**config.mk**
```make
export PLATFORM = sky130hd
export DESIGN_NAME = ffp_predictor
export DESIGN_NICKNAME = d
export VERILOG_FILES = /design/src/hdl/ffp_pkg.sv /design/src/hdl/ffp_predictor.sv
export SDC_FILE = /design/constraint.sdc
export NUM_CORES = 1
export LEC_CHECK = 0
export ABC_AREA = 1
export BUFFER_PORTS_ARGS = -buffer_cell sky130_fd_sc_hd__buf_4
export CAP_MARGIN = 10
export CORE_AREA = 2 2 158 221
export DETAILED_ROUTE_END_ITERATION = 10
export DIE_AREA = 0 0 160 223
export PLACE_DENSITY = 0.85
export SKIP_LAST_GASP = 1
export SLEW_MARGIN = 10
export SYNTH_ARGS = -nofsm -noshare
export SYNTH_HDL_FRONTEND = slang
export SYNTH_SLANG_ARGS = --single-unit
```
**constraint.sdc**
```tcl
create_clock -name mclk_in -period 14.8 [get_ports mclk_in]
set_clock_uncertainty 0.15 [all_clocks]
set_input_delay 2.96 -clock mclk_in [delete_from_list [all_inputs] [get_ports mclk_in]]
set_output_delay 2.96 -clock mclk_in [all_outputs]
set_load 0.01 [all_outputs]
```
**src/hdl/ffp_pkg.sv**
```systemverilog
// Constants, modes and carrier types of the friction failure predictor
// Summary of operation
// - Mode 0 off, 1 auto, 2 manual, 3 reset
// - Upper avg plus dev*mult, lower avg minus
// - Multiplier zero is taken as five
// - Active prediction warns when friction leaves band
// - Warning clears once friction back inside band
// - Auto mode turns manual after thresholds done
// - Reset code at power-up clears thresholds, auto
// - Auto completes after half distance, 3h, 90h
// - Auto mode no warning before calculation done
// - Manual prediction starts after half life distance
// - Auto overwrites average and deviation from estimates
// - No derivation without 3h run, direction estimate
// - Prediction compares once thresholds are supplied
// - Status 0 off, 1 preparing, 2 executing, 3 warning
package ffp_pkg;

  // ************************************************************
  // Timing
  // ************************************************************
  localparam int CLK_HZ         = 25_000_000;
  localparam int CLK_PERIOD_NS  = 40;
  localparam int SEC_PER_HOUR   = 3600;
  localparam int CONT_RUN_HOURS = 3;
  localparam int CUM_RUN_HOURS  = 90;
  localparam int CYCLES_PER_SEC = 1_000_000_000 / CLK_PERIOD_NS;
  localparam int CONT_RUN_SEC   = CONT_RUN_HOURS * SEC_PER_HOUR;
  localparam int CUM_RUN_SEC    = CUM_RUN_HOURS * SEC_PER_HOUR;

  // ************************************************************
  // Field widths and values
  // ************************************************************
  localparam int             FRIC_W       = 16;
  localparam int             THR_W        = 22;
  localparam int             MULT_W       = 4;
  localparam int             DIST_W       = 32;
  localparam logic [3:0]     DEFAULT_MULT = 4'h5;
  localparam int             EMA_SHIFT    = 4;
  localparam logic [15:0]    RST_AVG      = 16'h0000;
  localparam logic [15:0]    RST_DEV      = 16'h0000;
  localparam logic [31:0]    RST_LIFE     = 32'h0000_0000;

  // Selection codes
  typedef enum logic [1:0] {
    MODE_OFF    = 2'h0,
    MODE_AUTO   = 2'h1,
    MODE_MANUAL = 2'h2,
    MODE_RESET  = 2'h3
  } ffp_mode_e;

  // Reported prediction status
  typedef enum logic [3:0] {
    ST_DISABLED  = 4'h0,
    ST_PREPARING = 4'h1,
    ST_EXECUTING = 4'h2,
    ST_WARNING   = 4'h3
  } ffp_status_e;

  // Settings set, as written by software or kept across power cycles
  typedef struct packed {
    ffp_mode_e          prediction_mode_select;
    logic [3:0]         threshold_multiplier;
    logic [31:0]        life_travel_distance;
    logic signed [15:0] friction_average_value;
    logic [15:0]        friction_std_deviation;
  } ffp_cfg_s;

endpackage

```
**src/hdl/ffp_predictor.sv**
```systemverilog
// Friction failure predictor: thresholds, auto derivation and warning
`timescale 1ns/1ps
module ffp_predictor #(
  parameter int CYC_PER_SEC = ffp_pkg::CYCLES_PER_SEC,
  parameter int CONT_SEC    = ffp_pkg::CONT_RUN_SEC,
  parameter int CUM_SEC     = ffp_pkg::CUM_RUN_SEC
) (
  // Clock and reset
  input  wire logic                       mclk_in,
  input  wire logic                       reset_in,
  // Settings kept across power cycles, caught after reset release
  input  wire ffp_pkg::ffp_cfg_s          boot_cfg_in,
  // Software settings write
  input  wire logic                       cfg_write_in,
  input  wire ffp_pkg::ffp_cfg_s          cfg_in,
  // Friction estimator and machine state
  input  wire logic                       est_valid_in,
  input  wire logic signed [15:0]         est_friction_in,
  input  wire logic                       est_dir_done_in,
  input  wire logic                       run_pos_vel_in,
  input  wire logic [31:0]                travel_distance_in,
  // Results
  output logic                            friction_prediction_warning_out,
  output ffp_pkg::ffp_status_e            status_out,
  output ffp_pkg::ffp_cfg_s               cfg_out,
  output logic signed [21:0]              upper_threshold_out,
  output logic signed [21:0]              lower_threshold_out,
  output logic                            calc_done_out
);
  import ffp_pkg::*;

  // ************************************************************
  // Elaboration checks
  // ************************************************************
  if (CYC_PER_SEC < 1 || CYC_PER_SEC > 33_554_431) $error("CYC_PER_SEC out of range");
  if (CONT_SEC < 1 || CONT_SEC > 1_048_575) $error("CONT_SEC out of range");
  if (CUM_SEC < 1 || CUM_SEC > 1_048_575) $error("CUM_SEC out of range");

  localparam logic [24:0] SEC_LAST  = 25'(CYC_PER_SEC - 1);
  localparam logic [19:0] CONT_LIM  = 20'(CONT_SEC);
  localparam logic [19:0] CUM_LIM   = 20'(CUM_SEC);

  // Threshold from average, deviation and multiplier
  function automatic logic signed [21:0] band_edge(input logic signed [15:0] avg,
                                                   input logic [15:0] dev,
                                                   input logic [3:0] mult,
                                                   input logic upper);
    logic        [3:0]  m;
    logic signed [21:0] span;
    m    = (mult == 4'h0) ? DEFAULT_MULT : mult;
    span = $signed({2'b00, 20'(dev) * 20'(m)}); // Full 20-bit product, no wrap
    band_edge = upper ? 22'(avg + span) : 22'(avg - span);
  endfunction

  // ************************************************************
  // State
  // ************************************************************
  ffp_cfg_s           cfg;
  logic               boot_pending;
  logic               warn;
  logic               calc_done;
  logic               have_sample;
  logic signed [15:0] ema_mean;
  logic        [15:0] ema_dev;
  logic        [24:0] sec_div;
  logic        [19:0] cont_sec;
  logic        [19:0] cum_sec;
  logic signed [21:0] upper_thr;
  logic signed [21:0] lower_thr;

  // ************************************************************
  // Decode
  // ************************************************************
  wire logic               half_passed = travel_distance_in > {1'b0, cfg.life_travel_distance[31:1]};
  wire logic               mode_auto   = cfg.prediction_mode_select == MODE_AUTO;
  wire logic               mode_manual = cfg.prediction_mode_select == MODE_MANUAL;
  wire logic               active      = mode_manual && half_passed;
  wire logic               sec_tick    = run_pos_vel_in && (sec_div == SEC_LAST);
  wire logic               collecting  = mode_auto && half_passed && run_pos_vel_in;
  wire logic               derive_now  = mode_auto && half_passed && have_sample && est_dir_done_in
                                         && (cont_sec >= CONT_LIM) && (cum_sec >= CUM_LIM);
  wire logic signed [21:0] est_wide    = 22'(est_friction_in);
  wire logic               outside     = (est_wide > upper_thr) || (est_wide < lower_thr);
  wire logic signed [16:0] diff        = 17'(est_friction_in) - 17'(ema_mean);
  wire logic        [15:0] abs_diff    = diff[16] ? 16'(-diff) : diff[15:0];
  wire logic signed [15:0] next_mean   = 16'(ema_mean + 16'(diff >>> EMA_SHIFT));
  wire logic signed [16:0] dev_step    = 17'({1'b0, abs_diff}) - 17'({1'b0, ema_dev});
  wire logic        [15:0] next_dev    = 16'($signed(17'({1'b0, ema_dev})) + (dev_step >>> EMA_SHIFT));

  // Settings: boot load, software write, and own rewrites in auto mode
  always_ff @(posedge mclk_in) begin
    if (reset_in) begin
      cfg <= '{MODE_OFF, 4'h0, RST_LIFE, RST_AVG, RST_DEV};
    end else if (boot_pending) begin
      cfg <= boot_cfg_in;
      if (boot_cfg_in.prediction_mode_select == MODE_RESET) begin
        cfg.prediction_mode_select <= MODE_AUTO;
        cfg.friction_average_value <= RST_AVG;
        cfg.friction_std_deviation <= RST_DEV;
      end
    end else if (derive_now) begin
      cfg.friction_average_value <= ema_mean;
      cfg.friction_std_deviation <= ema_dev;
      cfg.prediction_mode_select <= MODE_MANUAL;
    end else if (cfg_write_in) begin
      cfg <= cfg_in; // Code 3 only stored; it acts at the next power-up
    end
  end

  // Boot catch happens one cycle after release, never under reset
  always_ff @(posedge mclk_in) begin
    if (reset_in) boot_pending <= 1'b1;
    else          boot_pending <= 1'b0;
  end

  // Run time counters; continuous time restarts whenever running stops
  always_ff @(posedge mclk_in) begin
    if (reset_in || !run_pos_vel_in) begin
      sec_div  <= 25'h0000000;
      cont_sec <= 20'h00000;
    end else begin
      sec_div <= sec_tick ? 25'h0000000 : 25'(sec_div + 25'h0000001);
      if (sec_tick && cont_sec != 20'hFFFFF) cont_sec <= 20'(cont_sec + 20'h00001);
    end
  end

  // Cumulative time only counts after half the life distance
  always_ff @(posedge mclk_in) begin
    if (reset_in || !mode_auto) cum_sec <= 20'h00000;
    else if (sec_tick && half_passed && cum_sec != 20'hFFFFF) cum_sec <= 20'(cum_sec + 20'h00001);
  end

  // Running mean and mean absolute deviation of the estimates
  always_ff @(posedge mclk_in) begin
    if (reset_in || !mode_auto) begin
      have_sample <= 1'b0;
      ema_mean    <= 16'sh0000;
      ema_dev     <= 16'h0000;
    end else if (est_valid_in && collecting) begin
      have_sample <= 1'b1;
      ema_mean    <= have_sample ? next_mean : est_friction_in;
      ema_dev     <= have_sample ? next_dev : 16'h0000;
    end
  end

  // Calculation-done flag, dropped when auto mode is re-entered
  always_ff @(posedge mclk_in) begin
    if (reset_in)       calc_done <= 1'b0;
    else if (mode_auto) calc_done <= derive_now;
  end

  // Thresholds, registered so the compare sees settled edges
  always_ff @(posedge mclk_in) begin
    if (reset_in) begin
      upper_thr <= 22'sh000000;
      lower_thr <= 22'sh000000;
    end else begin
      upper_thr <= band_edge(cfg.friction_average_value, cfg.friction_std_deviation,
                             cfg.threshold_multiplier, 1'b1);
      lower_thr <= band_edge(cfg.friction_average_value, cfg.friction_std_deviation,
                             cfg.threshold_multiplier, 1'b0);
    end
  end

  // Warning level, judged again on each new estimate
  always_ff @(posedge mclk_in) begin
    if (reset_in || !active) warn <= 1'b0;
    else if (est_valid_in)   warn <= outside;
  end

  // Outputs
  assign friction_prediction_warning_out = warn;
  assign cfg_out             = cfg;
  assign upper_threshold_out = upper_thr;
  assign lower_threshold_out = lower_thr;
  assign calc_done_out       = calc_done;
  assign status_out = (mode_auto || mode_manual) ?
                      (warn ? ST_WARNING : (active ? ST_EXECUTING : ST_PREPARING)) :
                      ST_DISABLED;
endmodule

```
==> results.yml, run 1 <==
run_status:
  status: "finished, final reports clean"
timing:
  tns_ns: 0
  hold_viol_final: 0
  setup-violations-final: 0
  rsz0062_at_grt: "false"
  drv_slew: 0
  tightest_slew_ns: 1.06
  period_minus_slack_ns: 8.33
  post-route-period-util_pct: 56.3
  maxSlewHeadroom_pct: 29.3
  max_freq_mhz: 120
setup_path:
  cp-end-kind: "flop"
  slowest_delay_ns: 0.45
  criticalPathCategory: "in -> reg"
  regToRegStartpoint: "cfg_out[67]"
  reg2reg_to: "upper_threshold_out[21]"
  critPathArrivalTime_ns: 8.65
  crit_cells: 36
  r2r_slack_ns: 7.92
  cp_top_family: "simple AND/OR/NAND/NOR gates"
  r2r_cells: 28
  critPathBufInv: 4
  cp_max_fo: 14
  cp-start-kind: "primary input"
  cpMaxStageDelayCell: "o21ai_0"
  cp.required_ns: 15.12
clock_tree:
  h-tree-depth: 1
  cts_resized: 0
  numCtsBuffers: 24
  post_cts_buffers: 0
  clock_sinks: 214
  clock_latency_ns: 0.55
  cts-root-buf: "clkbuf_16"
  cts.path.max_buffers: 3
  hold_buffers: 0
  clk_pin_slew_ns: 0.06
  cts_tree: "built"
place:
  dp_hpwl_um: 48100
  portBuffers: 311
  gp_congestion: 1.01
  dp.cells: 3459
routing:
  drc_errors: 0
  wl_per_cell_um: 17.2
  drtPass1Iterations: 5
  via_per_inst: 5.58
  ant_nets: 0
  vias: 19500
  wl_um: 60100
  drtIter0Drc: 1564
global_routing:
  antenna_found_initial: 5
  grt_pass1_vias: 18900
  grt_use_total_pct: 32.5
  grt-ovfl-total: 0
  grt_max_degree: 72
  grt_pass1_wl_um: 94000
flow_run:
  max_cap_viol_count: 0
yosys:
  synthCells: 2774
  ys.flop_type: "dfxtp_1"
  ys_seq_area_share_pct: 23.4
  synth_area_per_cell_um2: 6.59
  yosys_warnings: 0
  synthArstFlopShare_pct: 0
  synth.distinct_cells: 57
  synth_largest_area_cell: "dfxtp_1"
  synth.area.top_cells: "dfxtp_1, ha_1, nand2_1"
  syn_area_um2: 18300
  synth_edf_count: 0
  synth_top_area_share_pct: 23.4
  synth-seq-cells: 214
pwr:
  power_density_nw_per_um2: 96.5
  leakagePower_nw: 10.4
  peakVddDrop_mv: 0.0766
  combinationalPowerShare_pct: 37.3
  pwr-share-seq_pct: 32.0
  p_int_mw: 1.31
  p_switching_uw: 786
  clkPwrFrac_pct: 30.7
  p_sw_share_pct: 37.4
cells_and_area:
  final_cell_mix: "nand2_1, inv_1, a21oi_1, buf_4, nor2_1"
  fin_util_pct: 64.3
  nets: 3470
  drive_gt1_share_pct: 13.4
  layout-area-overhead-vs-synth_pct: 19.0
  final_common_cell: "nand2_1"
  fill_cells: 3089
  fin_cells: 3504
  seq_area_um2: 4280
  multi_input_area_um2: 12100
worst_hold_path:
  min_to: "sec_div[0]"
  min_from: "sec_div[0]"
  hold_depth: 1
  hold_class: "reg -> reg"
die:
  design.portCount: 314
  fp.dieW_um: 160
  die_y_um: 223
  placementRows: 80
  core_um2: 33800
  start_util_pct: 54.0
  dieArea_um2: 35700
worst register-to-register path, delay by kind of cell (launching register included):
| family | cells | cell delay [ns] |
|---|---|---|
| buffers and inverters | 4 | 0.48 |
| adder cells (fa/ha/maj) | 4 | 1.83 |
| XOR/XNOR | 1 | 0.21 |
| flip-flops | 1 | 0.76 |
| AND/OR/NAND/NOR | 9 | 1.65 |
| AO/OA/AOI/OAI | 10 | 1.73 |
state kept, by name, indices dropped and copies added (netlist names):
name	cells
boot_pending	1
calc_done_out	1
cfg_out	70
cont_sec	20
cum_sec	20
ema_dev	16
ema_mean	16
friction_prediction_warning_out	1
have_sample	1
lower_threshold_out	21
sec_div	25
upper_threshold_out	22
power by group through the flow:
stage / clock network [mW] / registers, mW / logic [mW]
after CTS: 0.650 / 0.670 / 0.774
after detailed placement: 0 / 0.682 / 0.768
after global routing: 0.672 / 0.675 / 0.874
final: 0.645 / 0.673 / 0.782
after floorplan: 0 / 0.682 / 0.491
after global placement: 0 / 0.681 / 0.754
how the worst max path moves through the flow:
stage                                   from          end  slack, ns
after floorplan           est_friction_in[0]  ema_dev[15]       7.01
after global placement    est_friction_in[0]  ema_dev[14]       6.14
after detailed placement  est_friction_in[0]  ema_dev[14]       6.00
after CTS                 est_friction_in[0]  ema_dev[14]       6.55
after global routing      est_friction_in[0]  ema_dev[14]       5.92
final                     est_friction_in[0]  ema_dev[14]       6.47
layout make-up:
cell class,instances,share of cell area (%)
multi-input combinational,2048,55.4
sequential,214,19.7
timing repair buffer,318,11.0
inverter,428,7.38
clock buffer,27,2.95
tap,451,2.59
clock inverter,13,0.943
antenna,5,0.0575
Yosys cell counts, types with 3 or more instances:
cell type / n
buf_4: 3
o31ai_1: 8
a31oi_1: 11
fa_1: 33
nand3b_1: 5
o21bai_1: 12
o21a_1: 18
xnor2_1: 26
nand3_2: 3
buf_2: 15
o211ai_1: 11
nor2_1: 242
clkbuf_1: 62
nor3_1: 53
dfxtp_1: 214
ha_1: 209
buf_1: 5
inv_1: 418
nand3_1: 95
a211oi_1: 7
nor3_2: 4
nand4_1: 42
nor3b_1: 10
nor4_1: 11
xor2_1: 52
a21oi_1: 332
o21ai_0: 209
a21o_1: 11
o21ai_1: 10
nor2_2: 5
inv_2: 8
nand2_1: 587
nand2_2: 5
or2_2: 7
stage by stage:
step | total power, mW | worst slack [ns] | hold slack, ns | instance area [um^2]
after floorplan | 1.17 | 7.01 | 0.268 | 18300
after global placement | 1.43 | 6.14 | 0.278 | 20900
after detailed placement | 1.45 | 6.00 | 0.299 | 20900
after CTS | 2.09 | 6.55 | 0.309 | 21800
after global routing | 2.22 | 5.92 | 0.343 | 21800
final | 2.10 | 6.47 | 0.305 | 21800
kinds of logic (layout without fill, tap and decap cells):
logic type | count (synthesis) | in the layout | synth area share [%]
AOI/OAI and AO/OA | 644 | 644 | 18.9
xor gates and xnor gates | 78 | 78 | 3.74
adders and majority gates | 242 | 242 | 17.9
buffers and inverters | 513 | 786 | 10.7
DFF | 214 | 214 | 23.4
other | 1 | 7 | 0.0205
and+or+nand+nor | 1082 | 1082 | 25.3
routing by layer:
layer	share of wire, %	GRT usage, %
met1	38	37.4
met2	49	57.6
met3	6.7	4.05
met4	6.2	19.4
met5	0	0
Power figures use the tool's default switching activity.
==> run 2: changes to the inputs <==
--- a/config.mk
+++ b/config.mk
@@ -5,12 +5,12 @@
 export SDC_FILE = /design/constraint.sdc
 export NUM_CORES = 1
 export LEC_CHECK = 0
-export ABC_AREA = 1
+export ABC_AREA = 0
 export BUFFER_PORTS_ARGS = -buffer_cell sky130_fd_sc_hd__buf_4
 export CAP_MARGIN = 10
-export CORE_AREA = 2 2 158 221
+export CORE_AREA = 2 2 155 217
 export DETAILED_ROUTE_END_ITERATION = 10
-export DIE_AREA = 0 0 160 223
+export DIE_AREA = 0 0 157 219
 export PLACE_DENSITY = 0.85
 export SKIP_LAST_GASP = 1
 export SLEW_MARGIN = 10
==> constraint.sdc (replaced) <==
create_clock -name mclk_in -period 7.7 [get_ports mclk_in]
set_clock_uncertainty 0.15 [all_clocks]
set_input_delay 1.54 -clock mclk_in [delete_from_list [all_inputs] [get_ports mclk_in]]
set_output_delay 1.54 -clock mclk_in [all_outputs]
set_load 0.01 [all_outputs]
==> run 2 against run 1 <==
Final area decreased by 2.9%. Register-to-register slack worse by 7.1 ns. Count of clock-buffer cells in the layout increased by 3. Final cell count down 17%. Critical endpoint is now ema_dev[15]. Highest routed layer unchanged.
==> results.yml, run 2 <==
run_status:
  status: "finished, final reports clean"
yosys:
  yosys_warnings: 0
  synth_top_area_share_pct: 24.4
  ys_seq_area_share_pct: 24.4
  synth.distinct_cells: 80
  ys.flop_type: "dfxtp_1"
  synth_area_per_cell_um2: 8.06
  synth.area.top_cells: "dfxtp_1, ha_1, inv_1"
  synth_edf_count: 0
  syn_area_um2: 17600
  synth_largest_area_cell: "dfxtp_1"
  synthTopCellsByCount: "inv_1, nor2_1, dfxtp_1"
  synthArstFlopShare_pct: 0
  synthMostInstantiatedCell: "inv_1"
  synthCells: 2180
  synth-seq-cells: 214
routing:
  drc_errors: 0
  via_per_inst: 5.85
  vias: 17000
  drtIter0Drc: 1038
  ant_nets: 0
  drtPass1Iterations: 5
  wl_per_cell_um: 19.0
  wl_um: 55300
clock_tree:
  cts_resized: 0
  clk_pin_slew_ns: 0.07
  numCtsBuffers: 24
  cts_tree: "built"
  hold_buffers: 0
  cts-root-buf: "clkbuf_16"
  clock_sinks: 214
  h-tree-depth: 1
  post_cts_buffers: 0
  clock_latency_ns: 0.57
  cts.path.max_buffers: 3
place:
  dp_hpwl_um: 43800
  gp_congestion: 0.916
  dp.cells: 2863
  portBuffers: 311
die:
  fp.dieW_um: 157
  design.portCount: 314
  die_y_um: 219
  start_util_pct: 54.4
  core_um2: 32300
  placementRows: 78
  dieArea_um2: 34400
global_routing:
  grt-ovfl-total: 0
  grt_use_total_pct: 31.8
  grt_pass1_vias: 17000
  antenna_found_initial: 1
  grt_pass1_wl_um: 86500
  grt_max_degree: 81
setup_path:
  cp_max_fo: 4
  critPathBufInv: 3
  criticalPathCategory: "in -> reg"
  crit_top_cell: "o21ai_0"
  cpMaxStageDelayCell: "o31ai_1"
  slowest_delay_ns: 0.41
  cp-end-kind: "flop"
  cp_top_family: "compound AO/OA/AOI/OAI gates"
  cp.required_ns: 8.05
  cp-start-kind: "primary input"
  critPathArrivalTime_ns: 7.55
timing:
  max_freq_mhz: 139
  post-route-period-util_pct: 93.5
  maxSlewHeadroom_pct: 20.6
  tns_ns: 0
  rsz0062_at_grt: "false"
  period_minus_slack_ns: 7.20
  drv_slew: 0
  setup-violations-final: 0
  tightest_slew_ns: 1.19
  hold_viol_final: 0
  fin_hold_ws_ns: 0.314
pwr:
  power_density_nw_per_um2: 194
  p_switching_mw: 1.46
  leakagePower_nw: 9.48
  pwr-share-seq_pct: 31.4
  peakVddDrop_mv: 0.153
  combinationalPowerShare_pct: 37.8
  p_sw_share_pct: 35.7
  power_mw: 4.09
  p_int_mw: 2.63
  clkPwrFrac_pct: 30.8
cells_and_area:
  final_cell_mix: "buf_4, inv_1, nor2_1, dfxtp_1, ha_1"
  nets: 2885
  drive_gt1_share_pct: 18.0
  final_common_cell: "buf_4"
  layout-area-overhead-vs-synth_pct: 20.4
  fin_cells: 2908
  largest_reg_flops: 70
worst_hold_path:
  hold_class: "reg -> reg"
flow_run:
  max_cap_viol_count: 0
run 2: cell count changes in the layout (fill, tap and decap cells not counted), moves of 52 or more:
cell / change
a21oi_1: -200
xnor2_1: +52
o21ai_0: -129
a211oi_1: +79
inv_1: -189
nand2_1: -469
run 2: path summary, 6_finish.rpt:
| kind | startpoint | to | slack, ns | cells past startpoint |
|---|---|---|---|---|
| setup / recovery | est_friction_in[0] | ema_dev[15] | 0.50 | 32 |
| hold / removal | sec_div[0] | sec_div[0] | 0.31 | 1 |
| setup reg to reg | cfg_out[67] | lower_threshold_out[18] | 0.85 | 25 |
| hold reg to reg | sec_div[0] | sec_div[0] | 0.31 | 1 |
run 2: final cells by class:
type / instances / area, um^2
Timing Repair Buffer: 332 / 2490
Clock inverter: 14 / 183
Tap cell: 440 / 551
Fill cell: 2615 / 11200
Sequential cell: 214 / 4290
Clock buffer: 30 / 683
Antenna cell: 1 / 2.50
Inverter: 233 / 875
Multi-Input combinational cell: 1644 / 12100
run 2: power by group through the flow:
stage / Sequential (mW) / Combinational (mW) / Clock, mW
5_1_grt: 1.30 / 1.71 / 1.33
2_1_floorplan: 1.33 / 0.958 / 0
3_3_place_gp: 1.31 / 1.47 / 0
3_5_place_dp: 1.31 / 1.52 / 0
4_1_cts: 1.29 / 1.53 / 1.28
6_report: 1.29 / 1.55 / 1.26
run 2: per-stage QoR:
stage	setup WS (ns)	util, %	cell area [um^2]
6_report	0.503	65.4	21100
5_1_grt	0.0492	65.4	21100
4_1_cts	0.549	65.4	21100
3_5_place_dp	-0.00803	62.7	20300
3_3_place_gp	0.204	62.7	20300
2_1_floorplan	0.437	-	17600
run 2: cells by family after synthesis:
kind of cell    synth area share (%)
simple gates                    18.6
compound gates                  19.3
buf+inv                         7.05
fa+ha+maj                       18.9
flops                           24.4
xor+xnor                        6.98
mux                             4.72
other cells                   0.0214
run 2: metal layers:
metal	routed length, um	global-route usage, %	share of wire, %	vias to the layer above
li1	-	-	-	8195
met1	19800	33.3	36	7952
met2	27200	57.3	49	673
met3	4080	5.81	7.4	185
met4	4230	21.7	7.6	0
met5	0	0	0	-
run 2: worst register-to-register path: cells and delay by family, from the launching register on:
kind | cells | cell delay (ns)
and+or+nand+nor | 7 | 1.79
AOI/OAI and AO/OA | 11 | 2.26
adders and majority gates | 4 | 1.75
buffers and inverters | 3 | 0.48
DFF | 1 | 0.31
==> run 3: changes to the inputs <==
--- a/config.mk
+++ b/config.mk
@@ -8,10 +8,10 @@
 export ABC_AREA = 0
 export BUFFER_PORTS_ARGS = -buffer_cell sky130_fd_sc_hd__buf_4
 export CAP_MARGIN = 10
-export CORE_AREA = 2 2 155 217
+export CORE_AREA = 2 2 151 211
 export DETAILED_ROUTE_END_ITERATION = 10
-export DIE_AREA = 0 0 157 219
-export PLACE_DENSITY = 0.85
+export DIE_AREA = 0 0 153 213
+export PLACE_DENSITY = 0.88
 export SKIP_LAST_GASP = 1
 export SLEW_MARGIN = 10
 export SYNTH_ARGS = -nofsm -noshare
==> constraint.sdc (replaced) <==
create_clock -name mclk_in -period 7.7 [get_ports mclk_in]
set_clock_uncertainty 0.15 [all_clocks]
set_input_delay 1.54 -clock mclk_in [delete_from_list [all_inputs] [get_ports mclk_in]]
set_output_delay 1.54 -clock mclk_in [all_outputs]
set_load 0.02 [all_outputs]
==> run 3 against run 2 <==
Critical path type unchanged. Final cell count shrank 1.9%. Core utilization grew 2.8 points. Highest routed layer unchanged. Clock power shrank 6%. Critical path depth is the same. Worst setup slack lost 0.018 ns. First-iteration DRC count grew 7.9%. Count of clock-buffer cells in the layout grew 3. Global-route usage grew 2.1 points.
==> results.yml, run 3 (synthesis results as in run 2) <==
run_status:
  status: "finished, final reports clean"
die:
  fp.dieW_um: 153
  placementRows: 76
  dieArea_um2: 32600
  core_um2: 30700
  die_y_um: 213
  design.portCount: 314
  start_util_pct: 57.2
timing:
  post-route-period-util_pct: 93.7
  maxSlewHeadroom_pct: 22.2
  tightest_slew_ns: 1.17
  max_freq_mhz: 139
  tns_ns: 0
  hold_viol_final: 0
  timing.final.ws_setup_ns: 0.484
  setup-violations-final: 0
  drv_slew: 0
  rsz0062_at_grt: "false"
  period_minus_slack_ns: 7.22
routing:
  drc_errors: 0
  wl_per_cell_um: 19.8
  wl_um: 56500
  drtIter0Drc: 1120
  via_per_inst: 6.01
  vias: 17100
  ant_nets: 0
  drtPass1Iterations: 5
pwr:
  combinationalPowerShare_pct: 39.8
  peakVddDrop_mv: 0.168
  pwr-share-seq_pct: 31.5
  leakagePower_nw: 9.42
  p_switching_mw: 1.52
  p_sw_share_pct: 37.2
  power_density_nw_per_um2: 195
  p_int_mw: 2.57
  clkPwrFrac_pct: 28.8
place:
  gp_congestion: 1.02
  dp_hpwl_um: 44700
  pre_cts_slack_ns: 0.145
  dp.cells: 2808
  portBuffers: 311
cells_and_area:
  nets: 2880
  layout-area-overhead-vs-synth_pct: 19.3
  fill_cells: 2529
  fin_cells: 2853
  final_common_cell: "buf_4"
  largest_reg_flops: 70
  final_cell_mix: "buf_4, inv_1, nor2_1, dfxtp_1, ha_1"
  drive_gt1_share_pct: 17.5
setup_path:
  cpMaxStageDelayCell: "fa_1"
  cp-start-kind: "primary input"
  crit_top_cell: "o21ai_0"
  critPathArrivalTime_ns: 7.55
  slowest_delay_ns: 0.40
  cp_max_fo: 4
  startpoint: "est_friction_in[0]"
  cp.required_ns: 8.04
  regToRegStartpoint: "cfg_out[67]"
  cp-end-kind: "flop"
  criticalPathCategory: "in -> reg"
global_routing:
  grt_pass1_wl_um: 88400
  grt_pass1_vias: 17600
  antenna_found_initial: 1
  grt-ovfl-total: 0
  grt_max_degree: 73
  grt_use_total_pct: 33.9
clock_tree:
  clock_sinks: 214
  post_cts_buffers: 0
  numCtsBuffers: 24
  cts_tree: "built"
  clock_latency_ns: 0.55
  clk_pin_slew_ns: 0.07
  hold_buffers: 0
  cts-root-buf: "clkbuf_16"
  h-tree-depth: 1
  cts.path.max_buffers: 3
  cts_resized: 0
worst_hold_path:
  hold_class: "reg -> reg"
  min_from: "sec_div[0]"
flow_run:
  max_cap_viol_count: 0
[run 3: power groups by stage]
| stage | combinational (mW) | sequential, mW | clock [mW] |
|---|---|---|---|
| 2_1_floorplan | 0.960 | 1.40 | 0 |
| 3_3_place_gp | 1.55 | 1.31 | 0 |
| 3_5_place_dp | 1.60 | 1.31 | 0 |
| 4_1_cts | 1.62 | 1.29 | 1.18 |
| 5_1_grt | 1.79 | 1.30 | 1.23 |
| 6_report | 1.63 | 1.29 | 1.18 |
[run 3: final cells by class]
type                       count  area, um^2  share of cell area, %
antenna                        2        5.00                 0.0239
clock buffer                  33         666                   3.18
clock inverter                10         118                  0.561
inverter                     233         875                   4.17
multi-input combinational   1644       12100                   57.6
sequential                   214        4290                   20.4
tap                          390         488                   2.33
timing repair buffer         327        2450                   11.7
[run 3: final timing paths]
| check | endpoint | slack, ns | cells after the start |
|---|---|---|---|
| max | ema_dev[15] | 0.48 | 32 |
| min | sec_div[0] | 0.32 | 1 |
| max reg2reg | lower_threshold_out[18] | 0.73 | 24 |
| min reg2reg | sec_div[0] | 0.32 | 1 |
[run 3: routing by layer]
| metal | part of all wire [%] | vias up | GRT usage [%] | wire length (um) |
|---|---|---|---|---|
| li1 | - | 8170 | - | - |
| met2 | 50 | 746 | 63.1 | 28100 |
| met3 | 6.5 | 186 | 4.73 | 3650 |
| met4 | 8.2 | 0 | 24.3 | 4650 |
| met1 | 35 | 8032 | 34.8 | 20000 |
| met5 | 0 | - | 0 | 0 |
[run 3: per-stage QoR]
step	hold slack, ns	instance area [um^2]	total power [mW]	utilization (%)
finish	0.323	21000	4.09	68.2
global route	0.328	21000	4.31	68.2
CTS	0.320	21000	4.09	68.2
detailed placement	0.306	20200	2.91	65.7
global placement	0.298	20200	2.86	65.7
floorplan	0.280	17600	2.36	-
[run 3: critical path: cells and delay by family]
kind                     cells  cell delay (ns)
AO/OA/AOI/OAI               18             3.47
adder cells (fa/ha/maj)      4             1.21
XOR/XNOR                     2             0.26
buffers and inverters        3             0.24
AND/OR/NAND/NOR              5             0.80
